==> src/uds_pkg.sv <==
// What this block does
// - separate tx and rx lines, full duplex
// - character width selectable, five to nine
// - parity none, even or odd, generated, checked
// - one or two stop bits per frame
// - programmable bit rate, default 9600 baud
// - rts needs receive, cts needs transmit
// - default pins only means no flow control
// - break holds tx low thirteen bit times
// - receive interrupt every eight new characters
// - interrupt on waiting character after idle frame
// - interrupt priority one to seven, higher wins
// - software reads count of buffered characters
// - two instances, zero is the default
`default_nettype none
package uds_pkg;
	localparam int unsigned CLK_HZ    = 20_000_000;             // system clock rate
	localparam int unsigned BAUD_DEF  = 9600;                   // bit rate when none is given
	localparam logic [15:0] DIV_DEF   = 16'(CLK_HZ / BAUD_DEF); // clocks per bit at default rate
	localparam int unsigned BRK_BITS  = 13;                     // break length in bit times
	localparam logic [3:0]  BRK_LAST  = 4'(BRK_BITS - 1);       // last break bit index
	localparam logic [3:0]  IRQ_CHARS = 4'h8;                   // characters per interrupt
	localparam int unsigned DEPTH     = 16;                     // receive buffer depth
	localparam int unsigned AW        = 4;                      // buffer address width
	localparam logic [4:0]  CNT_FULL  = 5'h10;                  // count when buffer full
	localparam logic [4:0]  RTS_LIM   = 5'h0E;                  // rts released at this count
	localparam logic [3:0]  BITS_MIN  = 4'h5;                   // narrowest character
	localparam logic [3:0]  BITS_MAX  = 4'h9;                   // widest character
	localparam logic [1:0]  PAR_NONE  = 2'h0;                   // parity codes
	localparam logic [1:0]  PAR_EVEN  = 2'h1;
	localparam logic [1:0]  PAR_ODD   = 2'h2;
	localparam logic [2:0]  PRIO_MIN  = 3'h1;                   // lowest legal priority
	localparam logic        PORT_DEF  = 1'b0;                   // default instance number

	// transmit states, one-hot
	typedef enum logic [5:0] {
		TX_IDLE = 6'h01, TX_START = 6'h02, TX_DATA = 6'h04,
		TX_PAR = 6'h08, TX_STOP = 6'h10, TX_BRK = 6'h20
	} uds_tx_e;

	// receive states, one-hot
	typedef enum logic [4:0] {
		RX_IDLE = 5'h01, RX_START = 5'h02, RX_DATA = 5'h04, RX_PAR = 5'h08, RX_STOP = 5'h10
	} uds_rx_e;

	// clocks per bit, zero selects the default rate
	function automatic logic [15:0] uds_div(input logic [15:0] d);
		return (d == 16'h0000) ? DIV_DEF : d;
	endfunction

	// clamp character width into five..nine
	function automatic logic [3:0] uds_width(input logic [3:0] b);
		if (b < BITS_MIN)
			return BITS_MIN;
		if (b > BITS_MAX)
			return BITS_MAX;
		return b;
	endfunction

	// keep only the low w bits of a character
	function automatic logic [8:0] uds_mask(input logic [8:0] d, input logic [3:0] w);
		return d & ~(9'h1FF << w);
	endfunction

	// bits in one frame: start, data, parity, stop
	function automatic logic [3:0] uds_frame(input logic [3:0] w, input logic [1:0] p, input logic s2);
		return 4'h1 + w + {3'h0, p != PAR_NONE} + (s2 ? 4'h2 : 4'h1);
	endfunction
endpackage
`default_nettype wire

==> src/uds_mem_if.sv <==
`default_nettype none
// receive buffer access between the port logic and its memory
interface uds_mem_if;
	logic          wr_en;   // write strobe
	logic [3:0]    wr_addr; // write address
	logic [9:0]    wr_data; // parity error flag and character
	logic [3:0]    rd_addr; // read address
	logic [9:0]    rd_data; // registered read data

	modport ctl (output wr_en, output wr_addr, output wr_data, output rd_addr, input rd_data);
	modport mem (input wr_en, input wr_addr, input wr_data, input rd_addr, output rd_data);
endinterface
`default_nettype wire

==> src/uds_rxmem.sv <==
`default_nettype none
// receive character store, read data registered every clock
module uds_rxmem
	import uds_pkg::*;
(
	input  wire logic clk_sys,
	input  wire logic rst,
	uds_mem_if.mem    mif
);
	typedef struct packed {
		logic [9:0] rd_data; // read register
	} uds_mem_s;

	logic [9:0] ram [DEPTH];  // storage, no reset needed
	uds_mem_s   st_r;          // registered state
	uds_mem_s   st_nxt;        // next state

	// read data follows the read address one clock later
	always_comb begin
		st_nxt = st_r;
		st_nxt.rd_data = ram[mif.rd_addr];
	end

	always_ff @(posedge clk_sys or posedge rst) begin
		if (rst)
			st_r <= '0;
		else
			st_r <= st_nxt;
	end

	// storage write
	always_ff @(posedge clk_sys) begin
		if (mif.wr_en)
			ram[mif.wr_addr] <= mif.wr_data;
	end

	assign mif.rd_data = st_r.rd_data;
endmodule // uds_rxmem
`default_nettype wire

==> src/uds_uart.sv <==
`default_nettype none
// full-duplex asynchronous serial port with receive buffer and interrupt
module uds_uart
	import uds_pkg::*;
#(
	parameter logic PORT_ID = PORT_DEF // instance number, zero or one
) (
	input  wire logic       clk_sys,
	input  wire logic       rst,
	input  wire logic       cfg_rx_en,
	input  wire logic       cfg_tx_en,
	input  wire logic       cfg_rts_en,
	input  wire logic       cfg_cts_en,
	input  wire logic [3:0] cfg_bits,
	input  wire logic [1:0] cfg_parity,
	input  wire logic       cfg_stop2,
	input  wire logic [15:0] cfg_baud_div,
	input  wire logic [2:0] cfg_irq_prio,
	input  wire logic       tx_valid,
	input  wire logic [8:0] tx_data,
	output var  logic       tx_ready,
	input  wire logic       brk_req,
	output var  logic       brk_busy,
	input  wire logic       rd_req,
	output var  logic [8:0] rd_data,
	output var  logic       rd_perr,
	output var  logic       rd_valid,
	output var  logic [4:0] rx_count,
	output var  logic       rx_ferr,
	output var  logic       rx_ovr,
	input  wire logic       err_clr,
	output var  logic       irq_rx,
	output var  logic [2:0] irq_prio,
	output var  logic       port_num,
	output var  logic       tx_line,
	input  wire logic       rx_line,
	output var  logic       rts_n,
	input  wire logic       cts_n
);
	typedef struct packed {
		uds_tx_e     txs;      // transmit state
		logic [15:0] tcnt;     // transmit bit timer
		logic [3:0]  tbit;     // transmit bit index
		logic [8:0]  tsh;      // transmit shifter
		logic        tpar;     // transmit parity bit
		logic        tx_line;  // line driver
		logic        tx_ready; // ready for a character
		logic        brk_busy; // break in progress
		uds_rx_e     rxs;      // receive state
		logic [15:0] rcnt;     // receive sample timer
		logic [3:0]  rbit;     // receive bit index
		logic [8:0]  rsh;      // receive shifter
		logic        rpar;     // received parity bit
		logic [15:0] icnt;     // idle bit timer
		logic [3:0]  ibit;     // idle bit times seen
		logic [3:0]  since;    // characters since last interrupt
		logic [3:0]  wptr;     // buffer write pointer
		logic [3:0]  rptr;     // buffer read pointer
		logic [4:0]  cnt;      // characters held
		logic        rd_valid; // read data valid
		logic        ferr;     // sticky framing error
		logic        ovr;      // sticky overrun
		logic        irq;      // interrupt pulse
		logic [2:0]  prio;     // interrupt priority
		logic        rts_n;    // rts driver
		logic        port;     // instance number
	} uds_state_s;

	localparam uds_state_s ST_RST = '{txs: TX_IDLE, rxs: RX_IDLE, tx_line: 1'b1, rts_n: 1'b1,
		prio: PRIO_MIN, port: PORT_DEF, default: '0};

	uds_state_s  st_r;    // registered state
	uds_state_s  st_nxt;  // next state
	uds_mem_if   mif ();  // buffer access
	logic [15:0] div;     // clocks per bit
	logic [3:0]  wid;     // character width
	logic        par_en;  // parity in use
	logic        odd;     // odd parity chosen
	logic        tdone;   // transmit bit time over
	logic        rdone;   // receive sample point
	logic        rx_frm;  // frame complete this clock
	logic [8:0]  rx_chr;  // right-justified character
	logic        wr;      // character enters buffer
	logic        rd;      // character leaves buffer

	// configuration decode
	always_comb begin
		div    = uds_div(cfg_baud_div);
		wid    = uds_width(cfg_bits);
		par_en = (cfg_parity != PAR_NONE);
		odd    = (cfg_parity == PAR_ODD);
		tdone  = (st_r.tcnt == 16'h0000);
		rdone  = (st_r.rcnt == 16'h0000);
	end

	// next state of the whole port
	always_comb begin
		st_nxt = st_r;
		st_nxt.irq = 1'b0;
		rx_frm = 1'b0;
		rx_chr = 9'(st_r.rsh >> (BITS_MAX - wid));
		// transmit bit timer runs outside idle
		if (st_r.txs != TX_IDLE)
			st_nxt.tcnt = tdone ? div - 16'h0001 : st_r.tcnt - 16'h0001;
		unique case (st_r.txs)
			TX_IDLE: begin
				// a character wins over a break in the same clock
				if (st_r.tx_ready && tx_valid) begin
					st_nxt.txs  = TX_START;
					st_nxt.tsh  = uds_mask(tx_data, wid);
					st_nxt.tpar = (^uds_mask(tx_data, wid)) ^ odd;
					st_nxt.tcnt = div - 16'h0001;
				end else if (brk_req && cfg_tx_en) begin
					st_nxt.txs  = TX_BRK;
					st_nxt.tbit = 4'h0;
					st_nxt.tcnt = div - 16'h0001;
				end
			end
			TX_START: begin
				// start bit over, first data bit next
				if (tdone) begin
					st_nxt.txs  = TX_DATA;
					st_nxt.tbit = 4'h0;
				end
			end
			TX_DATA: begin
				// shift out lsb first
				if (tdone) begin
					st_nxt.tsh  = st_r.tsh >> 1;
					st_nxt.tbit = st_r.tbit + 4'h1;
					if (st_r.tbit == wid - 4'h1) begin
						st_nxt.txs  = par_en ? TX_PAR : TX_STOP;
						st_nxt.tbit = 4'h0;
					end
				end
			end
			TX_PAR: begin
				if (tdone)
					st_nxt.txs = TX_STOP;
			end
			TX_STOP: begin
				// one or two stop bits
				if (tdone) begin
					if (cfg_stop2 && st_r.tbit == 4'h0)
						st_nxt.tbit = 4'h1;
					else
						st_nxt.txs = TX_IDLE;
				end
			end
			TX_BRK: begin
				// line held low for the whole break
				if (tdone) begin
					st_nxt.tbit = st_r.tbit + 4'h1;
					if (st_r.tbit == BRK_LAST)
						st_nxt.txs = TX_IDLE;
				end
			end
		endcase
		// line level for the coming bit
		unique case (st_nxt.txs)
			TX_START, TX_BRK: st_nxt.tx_line = 1'b0;
			TX_DATA:          st_nxt.tx_line = st_nxt.tsh[0];
			TX_PAR:           st_nxt.tx_line = st_nxt.tpar;
			TX_IDLE, TX_STOP: st_nxt.tx_line = 1'b1;
		endcase
		// ready only when idle, enabled and not held off by cts
		st_nxt.tx_ready = (st_nxt.txs == TX_IDLE) && cfg_tx_en && !(cfg_cts_en && cts_n);
		st_nxt.brk_busy = (st_nxt.txs == TX_BRK);

		// receive sample timer runs outside idle
		if (st_r.rxs != RX_IDLE)
			st_nxt.rcnt = rdone ? div - 16'h0001 : st_r.rcnt - 16'h0001;
		unique case (st_r.rxs)
			RX_IDLE: begin
				// a low line level starts a frame, sample mid bit
				if (cfg_rx_en && !rx_line) begin
					st_nxt.rxs  = RX_START;
					st_nxt.rcnt = div >> 1;
				end
			end
			RX_START: begin
				// a start bit gone high again was a glitch
				if (rdone) begin
					st_nxt.rxs  = rx_line ? RX_IDLE : RX_DATA;
					st_nxt.rbit = 4'h0;
				end
			end
			RX_DATA: begin
				// bits arrive lsb first into the top of the shifter
				if (rdone) begin
					st_nxt.rsh  = {rx_line, st_r.rsh[8:1]};
					st_nxt.rbit = st_r.rbit + 4'h1;
					if (st_r.rbit == wid - 4'h1)
						st_nxt.rxs = par_en ? RX_PAR : RX_STOP;
				end
			end
			RX_PAR: begin
				if (rdone) begin
					st_nxt.rpar = rx_line;
					st_nxt.rxs  = RX_STOP;
				end
			end
			RX_STOP: begin
				// first stop bit checked, frame ends mid stop bit
				if (rdone) begin
					st_nxt.rxs = RX_IDLE;
					rx_frm = 1'b1;
					if (!rx_line)
						st_nxt.ferr = 1'b1;
				end
			end
		endcase

		// buffer bookkeeping
		wr = rx_frm && (st_r.cnt != CNT_FULL);
		rd = rd_req && (st_r.cnt != 5'h00);
		if (err_clr) begin
			st_nxt.ferr = 1'b0;
			st_nxt.ovr  = 1'b0;
		end
		// a new error wins over a clear in the same clock
		if (rx_frm && !rx_line)
			st_nxt.ferr = 1'b1;
		if (rx_frm && !wr)
			st_nxt.ovr = 1'b1;
		if (wr)
			st_nxt.wptr = st_r.wptr + 4'h1;
		if (rd)
			st_nxt.rptr = st_r.rptr + 4'h1;
		st_nxt.cnt = st_r.cnt + {4'h0, wr} - {4'h0, rd};
		st_nxt.rd_valid = rd;

		// idle line timer: counts bit times of silence
		if (st_r.rxs == RX_IDLE && rx_line) begin
			st_nxt.icnt = (st_r.icnt == 16'h0000) ? div - 16'h0001 : st_r.icnt - 16'h0001;
			if (st_r.icnt == 16'h0000 && st_r.ibit != 4'hF)
				st_nxt.ibit = st_r.ibit + 4'h1;
		end else begin
			st_nxt.icnt = div - 16'h0001;
			st_nxt.ibit = 4'h0;
		end

		// interrupt on eight new characters or on a silent frame
		if (wr) begin
			st_nxt.since = st_r.since + 4'h1;
			if (st_r.since + 4'h1 == IRQ_CHARS) begin
				st_nxt.irq   = 1'b1;
				st_nxt.since = 4'h0;
			end
		end else if (st_r.since != 4'h0 && st_r.cnt != 5'h00
				&& st_r.ibit == uds_frame(wid, cfg_parity, cfg_stop2)) begin
			st_nxt.irq   = 1'b1;
			st_nxt.since = 4'h0;
		end
		st_nxt.prio = (cfg_irq_prio < PRIO_MIN) ? PRIO_MIN : cfg_irq_prio;

		// rts asserted only with receive and flow control on, and room left
		st_nxt.rts_n = !(cfg_rx_en && cfg_rts_en && st_nxt.cnt < RTS_LIM);
		st_nxt.port  = PORT_ID;
	end

	// single state register
	always_ff @(posedge clk_sys or posedge rst) begin
		if (rst)
			st_r <= ST_RST;
		else
			st_r <= st_nxt;
	end

	// buffer hookup
	always_comb begin
		mif.wr_en   = wr;
		mif.wr_addr = st_r.wptr;
		mif.wr_data = {par_en && ((^rx_chr ^ st_r.rpar) != odd), rx_chr};
		mif.rd_addr = st_r.rptr;
	end

	uds_rxmem u_mem (
		.clk_sys (clk_sys),
		.rst     (rst),
		.mif     (mif.mem)
	);

	// outputs, all from flip-flops
	always_comb begin
		tx_ready = st_r.tx_ready;
		brk_busy = st_r.brk_busy;
		rd_data  = mif.rd_data[8:0];
		rd_perr  = mif.rd_data[9];
		rd_valid = st_r.rd_valid;
		rx_count = st_r.cnt;
		rx_ferr  = st_r.ferr;
		rx_ovr   = st_r.ovr;
		irq_rx   = st_r.irq;
		irq_prio = st_r.prio;
		port_num = st_r.port;
		tx_line  = st_r.tx_line;
		rts_n    = st_r.rts_n;
	end

	// helper: length of the current break in clocks
	logic [19:0] brk_clk;
	always_ff @(posedge clk_sys or posedge rst) begin
		if (rst)
			brk_clk <= '0;
		else
			brk_clk <= st_r.brk_busy ? brk_clk + 20'h00001 : 20'h00000;
	end
endmodule // uds_uart
`default_nettype wire

==> config.mk <==
export PLATFORM = sky130hd
export DESIGN_NAME = uds_uart
export DESIGN_NICKNAME = d
export VERILOG_FILES = /design/src/uds_pkg.sv /design/src/uds_mem_if.sv /design/src/uds_rxmem.sv /design/src/uds_uart.sv
export SDC_FILE = /design/constraint.sdc
export NUM_CORES = 1
export LEC_CHECK = 0
export ABC_AREA = 1
export BUFFER_PORTS_ARGS = -buffer_cell sky130_fd_sc_hd__buf_2
export CAP_MARGIN = 20
export CORE_UTILIZATION = 40
export CTS_BUF_LIST = sky130_fd_sc_hd__clkbuf_16
export CTS_CLUSTER_SIZE = 40
export DETAILED_ROUTE_END_ITERATION = 10
export PLACE_DENSITY = 0.6
export REMOVE_ABC_BUFFERS = 1
export SKIP_LAST_GASP = 1
export SLEW_MARGIN = 25
export SYNTH_ARGS = -nofsm -noshare
export SYNTH_HDL_FRONTEND = slang
export SYNTH_HIERARCHICAL = 1
export SYNTH_SLANG_ARGS = --single-unit
==> constraint.sdc <==
create_clock -name clk_sys -period 9 [get_ports clk_sys]
set_input_delay 1.8 -clock clk_sys [delete_from_list [all_inputs] [get_ports clk_sys]]
set_output_delay 1.8 -clock clk_sys [all_outputs]
set_load 0.01 [all_outputs]
# --- Yosys cells after proc, flatten, opt, wreduce, memory -nomap -nowiden ---
# Memory sizes are Yosys's and may differ from the RTL's. A register that Yosys moved wholly into a read port is not among the register bits.
# Index checks and enable logic that the tools add are counted.
# Widths: inputs -> output; s select.
totals:
  register_bits: 119
  ram_bits: 160
  in_bits: 47
  output_inout_bits: 27
  wordCells: 217
  mem_count: 1
classes:
  addsub: 17
  order_cmp: 4
  n_eq_ne: 44
  shift: 2
  n_mux: 71
  bitwise: 4
  n_reduce_logical: 48
memory_table:
  columns: ["name", "depth", "word_bits", "rd", "rd_ports_with_merged_regs", "write_ports", "line_no", "text"]
  rows:
  - ["u_mem.ram", 16, 10, 1, 1, 1, "uds_rxmem.sv:14", "logic [9:0] ram [DEPTH];"]
op_table:
  columns: ["op", "n"]
  rows:
  - ["$mux 16", 8]
  - ["$logic_not 16->1", 4]
  - ["$sub 16x1->16 const B", 4]
  - ["$mux 4", 15]
  - ["$mux 6", 8]
  - ["$pmux 6 s6", 1]
  - ["$mux 5", 7]
  - ["$ne 2x2->1 const B", 14]
  - ["$mux 13", 2]
  - ["$mux 26", 1]
  - ["$pmux 5 s5", 1]
  - ["$add 4x1->4 const B", 6]
  - ["$mux 22", 1]
  - ["$mux 21", 1]
  - ["$mux 20", 1]
  - ["$pmux 4 s5", 1]
  - ["$logic_and 1x1->1", 18]
  - ["$pmux 9 s2", 1]
  - ["$reduce_xor 9->1", 2]
  - ["$mux 1", 16]
  - ["$eq 4x4->1", 3]
  - ["$eq 6x1->1 const B", 2]
  - ["$eq 6x2->1 const B", 2]
  - ["$eq 6x3->1 const B", 2]
  - ["other kinds (49)", 69]

# --- Depth between registers and ports, before layout ---
# Gate-level depths: netlist of the first run.
depth:
  ltp_word: 13
  mapped_depth: 20
  depth_no_buf: 19

# --- By module ---
# The synthesis of the first run kept the hierarchy.
by_module_without_submodules:
  columns: ["module", "instances", "cells_each", "area_per_inst_um2", "seq_area_each_um2"]
  rows:
  - ["uds_uart", 1, 1126, 8274.2, 2984.1]
  - ["uds_rxmem", 1, 683, 7233.2, 5054.8]

# --- Worst setup path after synthesis of the first run ---
# No wires, ideal clock.
synth_path:
  kind: "in2reg"
  startpoint: "in cfg_bits[3]"
  endpoint: "mem u_mem.ram[0][9], data pin"
  setup_time_ns: 0.320
  arrival_ns: 4.346
  required_ns: 8.680
  slack_ns: 4.334
  cell_stages: 20
  n_path_buf: 1
  path_cell_list: "inv_2 -> nand3_4 -> buf_2 -> ha_1 -> ha_1 -> inv_1 -> nor2_1 -> inv_1 -> nor2_1 -> nand2_1 -> nand2_1 -> nand2_1 -> nand2_1 -> nand2_1 -> nand2_1 -> inv_1 -> nand2_1 -> nand2_1 -> nand2_1 -> nand2_1"
synth_via:
  elab_chain_cells: 11
  word_cells_on_any_way: 14
  cone_classes: "1 x add/sub; 2 x order compare; 1 x eq/ne; 1 x shift; 6 x mux; 1 x bitwise; 2 x reduce/logical"
synth_lines:
  columns: ["element", "line_no", "text"]
  rows:
  - ["start, declared", "uds_uart.sv:14", "input wire logic [3:0] cfg_bits,"]
  - ["$gt 4x4->1", "uds_pkg.sv:55", "if (b > BITS_MAX)"]
  - ["$mux 1 (2 in a row)", "uds_pkg.sv:55", null]
  - ["$mux 4", "uds_pkg.sv:57", "return b;"]
  - ["$mux 4 (*)", "uds_pkg.sv:55", null]
  - ["$sub 4x4->4 (*)", "uds_uart.sv:101", "rx_chr = 9'(st_r.rsh >> (BITS_MAX - wid));"]
  - ["$shr 9x4->9 (*)", "uds_uart.sv:101", null]
  - ["named net mif.wr_data[7]", "uds_mem_if.sv:6", "logic [9:0] wr_data;"]
  - ["$reduce_xor 9->1 (*)", "uds_uart.sv:274", "mif.wr_data = {par_en && ((^rx_chr ^ st_r.rpar) != odd), rx_chr};"]
  - ["$xor 1x1->1 (*)", "uds_uart.sv:274", null]
  - ["$ne 1x1->1 (*)", "uds_uart.sv:274", null]
  - ["$logic_and 1x1->1 (*)", "uds_uart.sv:274", null]
  - ["named net mif.wr_data[9]", "uds_mem_if.sv:6", null]
  - ["end, declared", "uds_rxmem.sv:14", null]
# Mark *: on every way through the listed nets, which the timed path passes. The rest lies on a longest branch. The select of a mux whose other input is x is not followed.

# --- Worst setup path after layout of the first run ---
layout_path:
  startpoint: "in cfg_bits[3]"
  endpoint: "mem u_mem.ram[9][9], data pin"
# Same word-level chain as after synthesis.

==> run summary, run 1 <==
Drt initial violations: 840
Antenna diodes: 0
Final Setup Violations: 0
Initial Util: 40.9%
Final slew viol count: 0
Pwr Density: 255 mW/mm²
RSZ-0062 raised after global routing: no
Synth Register Bits: 289
Post-DP HPWL: 25400 µm
Worst EP required: 9.16 ns
Crit path largest cell delay: 0.53 ns
Final Core Density: 45.9%
VDD IR-drop max: 169 µV
H-tree depth: 2
Period utilisation layout: 53.9%
Share of cells above drive strength 1: 10.9%
Synth-to-Final Area Change: 12.2%
Critical path class: in2reg
Leak pwr: 0.00808 µW
Pin count of the biggest net entering global routing: 85
Crit-path leading delay family: simple AND/OR/NAND/NOR gates
Clock slew at reported path FFs: 0.06 ns
DRT Pass-1 Iters: 5
Final Skew: 0.0181 ns
Largest family of logic cells by synthesized area: simple AND/OR/NAND/NOR gates
Switching Fraction: 36.2%
Internal power: 2830 µW
F_max: 206 MHz
I/O pin total: 74
Global-route wire length before repair: 62200 µm
Initial antenna violation count: 1
Worst Path Buf+Inv: 5
Final WL: 38300 µm
Routed len/inst: 15.9 µm
Setup tns final: 0 ns
Most used cell, CP: nand2_1
Vias in the first global route: 12000
Final instance area: 0.0174 mm²
GR Util All Layers: 20.2%
Worst path arrival time: 5.02 ns
Slowest CP cell: nor2_2
Post-synthesis compound-gate area fraction: 7.32%
Die Ht: 199 µm
Via density: 5.02
Top FF cell, synth: edfxtp_1
Status: finished, final reports clean
Final Wtd Congestion: 0.853
Post-Syn Instances: 1809
Sink Count: 289
Die area: 0.0396 mm²
Sequential fraction of design power: 38.7%
Hold WC Path Type: reg2reg
Die W: 199 µm
Design Power: 4440 µW
# rows: 71
Longest Clk Path Bufs: 3
GR Overflow Total: 0
CP max FO: 17
Post-DRT Antenna Nets: 0
Simple logic cell fraction of the synthesized area: 24.6%
Fraction of synthesized area in multiplexers: 0.0726%
HP Start: st_r[93]
Core area: 0.0379 mm²
Count of final hold-check violations: 0
Sequential area share after synthesis: 51.8%
Worst-path cell chain: buf_2 -> inv_2 -> nand3_4 -> ha_1 -> ha_1 -> inv_1 -> nor2_1 -> inv_1 -> nor2_2 -> nand2_1 -> nand2_1 -> nand2_1 -> nand2_1 -> nand2_1 -> nand2_1 -> inv_1 -> nand2_1 -> nand2_1 -> nand2_1 -> nand2_1
Logic pwr share: 30.5%
TritonCTS clock tree: done
Worst setup path start: cfg_bits[3]
CTS root buffer: clkbuf_16
Post-cts sizing count: 0
Net Switching: 1610 µW
Nets: 1954
Vias: 12100
Final Critical Period: 4.85 ns
Drc violations: 0
Setup bufs post-CTS: 0
Syn_area_per_cell: 8.57 µm²
Critical path launch point type: input pin
Reg2reg start: st_r[60]
IO buf count: 72
Mapped Area: 0.0155 mm²
Xor/xnor cell area share of the yosys netlist: 3.90%
Post-synth EDFFs: 160
Clock share of power: 30.8%
Cts-stage hold buffer count: 0
Post-placement cell area: 0.0163 mm²
Slew headroom: 34.5%
Worst-Margin Slew: 0.981 ns
Synth Area in Adders: 2.52%
Clk Latency, worst-skew pair: 0.54 ns
Ys async rst share: 44.6%
CP Capture Type: register
YS warnings: 6
Post-synthesis cell type count: 57
CTS Buf Count: 35
Max Cap Viol: 0
cells in the final DEF (no fill, tap or decap), drive strengths merged:
cell type  synthesis  layout
o311ai             1       1
conb               1       1
o21a               1       1
o41ai              1       1
inv              294     305
fa                 2       2
nand3b             4       4
o211ai             7       7
xor2              33      33
a22oi              2       2
o21bai             3       3
a221oi             1       1
clkbuf            22      35
nor4               8       8
ha                28      28
bufinv             0       3
nor2             117     117
dfrtp            124     124
edfxtp           160     160
dfstp              5       5
nand2            466     466
nor3b              1       1
nor3              22      22
a21boi             2       2
buf               40      93
clkinvlp           0       2
a22o               1       1
a32o               3       3
o21ai             97      97
clkinv             3      13
o221ai             5       5
nand3            208     208
nand4             24      24
a21oi             63      63
a31o               1       1
or2                6       6
xnor2             36      36
a31oi              6       6
mux2               1       1
o22ai             10      10
path summary, 6_finish.rpt:
| path | endpoint | slack (ns) | cells past startpoint |
|---|---|---|---|
| max | u_mem/ram[9][9] | 4.15 | 20 |
| min | st_r[93] | 0.50 | 2 |
| min reg2reg | st_r[93] | 0.50 | 2 |
| min in group asynchronous | u_mem/mif.rd_data[5] | 1.25 | 2 |
| max reg2reg | rts_n | 5.28 | 17 |
| max in group asynchronous | mif.rd_addr[0] | 6.36 | 3 |
kinds of logic (layout without fill, tap and decap cells):
| family | Yosys count | count (layout) |
|---|---|---|
| AOI/OAI and AO/OA | 204 | 204 |
| xor gates and xnor gates | 69 | 69 |
| adders and majority gates | 30 | 30 |
| buffers and inverters | 359 | 451 |
| DFF | 289 | 289 |
| muxes | 1 | 1 |
| other | 1 | 1 |
| and+or+nand+nor | 856 | 856 |
power groups by stage:
stage / logic, µW / registers [µW] / clock network, µW
floorplan: 882 / 1790 / 0
finish: 1350 / 1720 / 1370
global placement: 1330 / 1740 / 0
global route: 1540 / 1740 / 1440
CTS: 1360 / 1720 / 1400
detailed placement: 1360 / 1740 / 0
routing by layer:
layer  up-vias  GRT usage [%]  part of all wire (%)
met2       302           34.1                    48
met3        68           3.71                   6.3
met4         2           7.07                   2.4
met5         -              0                 0.044
met1      5745           25.8                    43
li1       5999              -                     -
flip-flops by register name, indices dropped and copies added (netlist names):
| register | cells |
|---|---|
| u_mem/mif.rd_data | 10 |
| rx_ovr | 1 |
| mif.wr_addr | 4 |
| brk_busy | 1 |
| irq_rx | 1 |
| irq_prio | 3 |
| rts_n | 1 |
| tx_ready | 1 |
| mif.rd_addr | 4 |
| rd_valid | 1 |
| rx_count | 5 |
| tx_line | 1 |
| rx_ferr | 1 |
| st_r | 95 |
| u_mem/ram | 160 |
cell usage after synthesis, types with 6 or more instances:
| library cell | instances | area (µm²) |
|---|---|---|
| clkbuf_1 | 21 | 78.8 |
| o22ai_1 | 10 | 62.6 |
| buf_6 | 12 | 135 |
| dfrtp_1 | 124 | 3100 |
| o211ai_1 | 7 | 52.6 |
| o21ai_0 | 85 | 425 |
| inv_2 | 6 | 22.5 |
| nor3_1 | 15 | 75.1 |
| xnor2_1 | 36 | 315 |
| edfxtp_1 | 160 | 4800 |
| nand2_2 | 11 | 68.8 |
| a21oi_1 | 63 | 315 |
| buf_4 | 9 | 67.6 |
| buf_2 | 19 | 95.1 |
| a31oi_1 | 6 | 37.5 |
| inv_1 | 287 | 1080 |
| xor2_1 | 33 | 289 |
| nand4_1 | 23 | 144 |
| o21ai_1 | 11 | 55.1 |
| nand2_1 | 453 | 1700 |
| nor2_2 | 10 | 62.6 |
| nor2_1 | 103 | 387 |
| ha_1 | 28 | 350 |
| nand3_1 | 205 | 1030 |
through the flow:
stage                     hold WS (ns)  setup slack [ns]  std cells
after detailed placement         0.478              3.38       2351
after global placement           0.459              3.44       2351
after floorplan                  0.453              4.05       1747
final                            0.499              4.15       2412
after CTS                        0.490              3.95       2412
after global routing             0.535              3.78       2412
worst min-delay path: cells and delay by family (launching register included):
kind / cells / cell delay [ns]
AO/OA/AOI/OAI: 1 / 0.06
flip-flops: 1 / 0.35
AND/OR/NAND/NOR: 1 / 0.05
area by class of cell:
class / count / area [µm²]
Clock buffer: 35 / 876
Inverter: 297 / 1130
Sequential cell: 289 / 8040
Fill cell: 3652 / 20500
Multi-Input combinational cell: 1161 / 5980
Clock inverter: 26 / 228
Tap cell: 511 / 639
Timing Repair Buffer: 93 / 518
Note: power is estimated with default switching activity, not from simulation.
==> inputs of run 2 (changes only) <==
--- a/config.mk
+++ b/config.mk
@@ -12,7 +12,7 @@
 export CTS_BUF_LIST = sky130_fd_sc_hd__clkbuf_16
 export CTS_CLUSTER_SIZE = 40
 export DETAILED_ROUTE_END_ITERATION = 10
-export PLACE_DENSITY = 0.6
+export PLACE_DENSITY = 0.62
 export REMOVE_ABC_BUFFERS = 1
 export SKIP_LAST_GASP = 1
 export SLEW_MARGIN = 25
==> constraint.sdc (replaced) <==
create_clock -name clk_sys -period 4.3 [get_ports clk_sys]
set_input_delay 0.86 -clock clk_sys [delete_from_list [all_inputs] [get_ports clk_sys]]
set_output_delay 0.86 -clock clk_sys [all_outputs]
set_load 0.01 [all_outputs]
==> run 2 against run 1 <==
Register-to-register slack lost 4.5 ns. Die area is the same. Clock power grew 100%. Power grew 110%. Critical path depth shrank 3. Critical path type is now reg2reg. Largest power group unchanged.
==> run summary, run 2 (synthesized netlist as in run 1, its figures left out) <==
Drt initial violations: 729
Final Worst Setup Slack: 0.786 ns
GR Util All Layers: 19.8%
Worst Path Buf+Inv: 3
Clock share of power: 30.2%
Cts-stage hold buffer count: 0
Register area: 0.00804 mm²
R2R Setup Slk: 0.79 ns
Net Switching: 3320 µW
Slowest CP cell: fa_1
Grt met3 use: 2.78%
Setup bufs post-CTS: 0
Commonest non-fill, non-tap cell in the layout: nand2_1
Internal power: 5920 µW
Nets: 1962
Max Cap Viol: 0
I/O pin total: 74
CP max FO: 8
Initial antenna violation count: 2
Slew headroom: 35.3%
Setup tns final: 0 ns
Antenna diodes: 0
Crit-path leading delay family: simple AND/OR/NAND/NOR gates
Die W: 199 µm
Drc violations: 0
IO buf count: 72
Max reg flops: 160
Post-DP HPWL: 25500 µm
Worst setup path start: st_r[60]
Pre-CTS WS: 0.432 ns
Final Critical Period: 3.51 ns
Worst path arrival time: 3.96 ns
Vias: 12200
Share of cells above drive strength 1: 11.1%
CTS Buf Count: 34
Final instance area: 0.0175 mm²
Layer with the highest usage: met2
Sequential fraction of design power: 39.7%
M2 GR Usage: 34.5%
Worst-path cell chain: inv_1 -> ha_1 -> nand4_1 -> nor2_2 -> nand4_1 -> nor2_2 -> nand3_2 -> nor3_4 -> inv_1 -> ha_1 -> inv_1 -> ha_1 -> fa_1 -> a21oi_1 -> o21bai_1 -> xnor2_1 -> nand4_1
Worst flop-to-flop path endpoint: rts_n
Post-placement cell area: 0.0164 mm²
Vias in the first global route: 12000
Most frequent cells in the layout: 453 x nand2_1, 289 x inv_1, 205 x nand3_1
CP Capture Type: register
Crit path largest cell delay: 0.43 ns
Leak pwr: 0.00811 µW
Pwr Density: 529 mW/mm²
Filler cell count: 3654
Die area: 0.0396 mm²
Area of the multi-input gates: 0.00597 mm²
GR Overflow Total: 0
Die Ht: 199 µm
RSZ-0062 raised after global routing: no
Final Setup Violations: 0
Critical path launch point type: register
DRT Pass-1 Iters: 6
Synth-to-Final Area Change: 12.5%
TritonCTS clock tree: done
Final Wtd Congestion: 0.871
Longest Clk Path Bufs: 3
Routed len/inst: 15.6 µm
Core area: 0.0379 mm²
Hold WC Path Type: in2async
Placed Cells: 2360
Worst EP required: 4.74 ns
CTS root buffer: clkbuf_16
# rows: 71
Final WL: 37600 µm
Via density: 5.04
Sink Count: 289
Global-route wire length before repair: 61700 µm
Logic pwr share: 30.0%
Post-cts sizing count: 0
H-tree depth: 2
Final std cells w/o fill: 2419
VDD IR-drop max: 237 µV
Met1 usage: 25.3%
Depth of the worst register-to-register path: 17
Initial Util: 40.9%
Post-DRT Antenna Nets: 0
F_max: 285 MHz
Final slew viol count: 0
Final Core Density: 46.0%
Switching Fraction: 35.9%
Clock slew at reported path FFs: 0.06 ns
Status: finished, final reports clean
Clk Latency, worst-skew pair: 0.54 ns
Reg2reg start: st_r[60]
Worst-Margin Slew: 0.969 ns
Top reg by flops: u_mem/ram
Final Skew: 0.0310 ns
Period utilisation layout: 81.7%
Count of final hold-check violations: 0
Critical path class: reg2reg
Pin count of the biggest net entering global routing: 81
[run 2: changes by cell type in the layout (fill, tap and decap cells not counted), sizes merged]
| cell | delta |
|---|---|
| buf | +9 |
| clkinv | +6 |
| inv | -6 |
| clkinvlp | -2 |
[run 2: power groups by stage]
stage,sequential (µW),combinational [µW],clock [µW]
6_report,3670,2770,2790
5_1_grt,3720,3160,2970
4_1_cts,3670,2780,2860
3_5_place_dp,3710,2770,0
3_3_place_gp,3710,2700,0
2_1_floorplan,3750,1850,0
[run 2: per-layer routing]
layer  up-vias  share of wire (%)
li1       6022                  -
met1      5767                 43
met2       328                 49
met3        70                5.2
met4         4                2.3
met5         -              0.053
[run 2: how the worst max path moves through the flow]
stage,endpoint,slack [ns],cells past startpoint
floorplan,brk_busy,0.29,1
global placement,u_mem/ram[8][9],0.53,18
detailed placement,u_mem/ram[11][9],0.43,20
CTS,rts_n,0.78,17
global route,rts_n,0.48,17
finish,rts_n,0.79,17
[run 2: stage by stage]
step                power (µW)  hold WS, ns
floorplan                 5590        0.453
global placement          6400        0.474
detailed placement        6480        0.467
CTS                       9310        0.308
global route              9850        0.335
finish                    9240        0.322
[run 2: final cells by class]
cell class / instances / share of cell area, %
clock buffers: 35 / 5.02
inverters: 297 / 6.44
repair buffers: 102 / 3.43
multi-input cells: 1161 / 34.2
well taps: 511 / 3.66
flip-flops and latches: 289 / 46.1
clock inverters: 24 / 1.15
==> inputs of run 3 (changes only) <==
--- a/config.mk
+++ b/config.mk
@@ -12,7 +12,7 @@
 export CTS_BUF_LIST = sky130_fd_sc_hd__clkbuf_16
 export CTS_CLUSTER_SIZE = 40
 export DETAILED_ROUTE_END_ITERATION = 10
-export PLACE_DENSITY = 0.62
+export PLACE_DENSITY = 0.6
 export REMOVE_ABC_BUFFERS = 1
 export SKIP_LAST_GASP = 1
 export SLEW_MARGIN = 25
==> constraint.sdc (replaced) <==
create_clock -name clk_sys -period 3.7 [get_ports clk_sys]
set_input_delay 0.74 -clock clk_sys [delete_from_list [all_inputs] [get_ports clk_sys]]
set_output_delay 0.74 -clock clk_sys [all_outputs]
set_load 0.01 [all_outputs]
==> run 3 against run 2 <==
Maximum frequency grew 6.5%. Clock-buffer cell count grew 5. Non-clock buffer count grew 8. Clock skew shrank 0.0065 ns. Sequential share of layout area shrank 0.33 points. Final area grew 0.73%. Final cell count grew 0.50%. Global-route usage shrank 0.092 points. Via count shrank 0.32%. Worst hold slack lost 0.099 ns.
==> run summary, run 3 (synthesized netlist as in run 1, its figures left out) <==
Status: finished, final reports clean
GR Overflow Total: 0
Worst path arrival time: 3.73 ns
Slowest CP cell: fa_1
Post-DP HPWL: 25600 µm
Initial Util: 40.9%
Drc violations: 0
H-tree depth: 2
Post-cts sizing count: 0
Clk Latency, worst-skew pair: 0.53 ns
Pwr Density: 619 mW/mm²
Die Ht: 199 µm
Final Critical Period: 3.30 ns
Slew headroom: 40.5%
Worst EP required: 4.13 ns
Design Power: 10900 µW
Top reg by flops: u_mem/ram
Final std cells w/o fill: 2431
Post-placement cell area: 0.0164 mm²
Final Worst Setup Slack: 0.400 ns
Sink Count: 289
IO buf count: 72
Initial antenna violation count: 1
Critical path launch point type: register
Worst-Margin Slew: 0.892 ns
Worst-path cell chain: inv_1 -> ha_1 -> nand4_1 -> nor2_2 -> nand4_1 -> nor2_2 -> nand3_2 -> nor3_4 -> inv_1 -> ha_1 -> inv_1 -> ha_1 -> fa_1 -> a21oi_1 -> o21bai_1 -> xnor2_1 -> nand4_1
Final instance area: 0.0176 mm²
Nets: 1970
Pin count of the biggest net entering global routing: 81
Share of cells above drive strength 1: 11.8%
Longest Clk Path Bufs: 3
CP Capture Type: register
Final Setup Violations: 0
# rows: 71
CP max FO: 7
Final Wtd Congestion: 0.862
Cts-stage hold buffer count: 0
Setup bufs post-CTS: 0
GR Util All Layers: 19.7%
Leak pwr: 0.00819 µW
Commonest non-fill, non-tap cell in the layout: nand2_1
Vias in the first global route: 11900
CTS root buffer: clkbuf_16
I/O pin total: 74
Hold WC Path Type: in2async
Core area: 0.0379 mm²
Drt initial violations: 657
Pre-CTS WS: 0.175 ns
Crit path largest cell delay: 0.43 ns
Final Skew: 0.0245 ns
VDD IR-drop max: 378 µV
Synth-to-Final Area Change: 13.4%
Max Cap Viol: 0
Routed len/inst: 15.6 µm
Global-route wire length before repair: 61300 µm
Die W: 199 µm
TritonCTS clock tree: done
Clock slew at reported path FFs: 0.06 ns
Vias: 12200
CTS Buf Count: 34
RSZ-0062 raised after global routing: no
DRT Pass-1 Iters: 5
F_max: 303 MHz
Period utilisation layout: 89.2%
Most frequent cells in the layout: 453 x nand2_1, 289 x inv_1, 205 x nand3_1
Count of final hold-check violations: 0
Die area: 0.0396 mm²
Placed Cells: 2368
Via density: 5.00
Max reg flops: 160
Setup tns final: 0 ns
Final slew viol count: 0
Critical path class: reg2reg
Filler cell count: 3699
Final WL: 37900 µm
Post-DRT Antenna Nets: 0
run 3: cell types whose count changed in the layout (fill, tap and decap cells not counted), moves of 2 or more:
cell	change
clkbuf_16	+5
buf_4	+8
bufinv_16	-2
clkinv_2	+4
clkinv_8	+2
clkinv_1	-5
run 3: worst paths after layout:
| path | startpoint | end | slack [ns] | depth (start not counted) |
|---|---|---|---|---|
| min in group clk_sys | cfg_irq_prio[1] | irq_prio[1] | 0.33 | 1 |
| max | st_r[60] | rts_n | 0.40 | 17 |
| min reg2reg | st_r[54] | st_r[53] | 0.48 | 2 |
| max reg2reg | st_r[60] | rts_n | 0.40 | 17 |
| max in group asynchronous | rst | rts_n | 2.51 | 3 |
| min | rst | u_mem/mif.rd_data[5] | 0.22 | 2 |
run 3: worst max-delay path, delay by kind of cell, from the launching register on:
family | cells | cell delay [ns]
AO/OA/AOI/OAI | 2 | 0.23
AND/OR/NAND/NOR | 7 | 1.12
flip-flops | 1 | 0.36
adder cells (fa/ha/maj) | 4 | 1.12
buffers and inverters | 3 | 0.21
XOR/XNOR | 1 | 0.19
run 3: stage by stage:
step | util, % | hold slack [ns]
5_1_grt | 46.3 | 0.239
6_report | 46.3 | 0.224
3_5_place_dp | 43.3 | 0.490
2_1_floorplan | - | 0.453
3_3_place_gp | 43.3 | 0.473
4_1_cts | 46.3 | 0.217
run 3: layout make-up:
cell class	count	area (µm²)	share of cell area, %
flip-flops and latches	289	8040	45.7
multi-input cells	1161	5970	33.9
inverters	297	1120	6.39
clock buffers	40	1000	5.69
repair buffers	110	658	3.74
well taps	511	639	3.64
clock inverters	22	149	0.847
diodes	1	2.50	0.0142
run 3: routing by layer:
layer  vias up  share of wire [%]  track usage [%]
met5         -                  0                0
met4         0                2.3             5.90
met3        63                4.8             2.93
met2       303                 49             34.4
met1      5745                 44             25.1
li1       6041                  -                -
run 3: power breakdown:
part | switching [µW] | leakage [µW] | internal (µW)
clock | 1360 | 0.000586 | 2010
combinational | 2210 | 0.00440 | 1130
sequential | 338 | 0.00321 | 3830
total | 3910 | 0.00819 | 6970
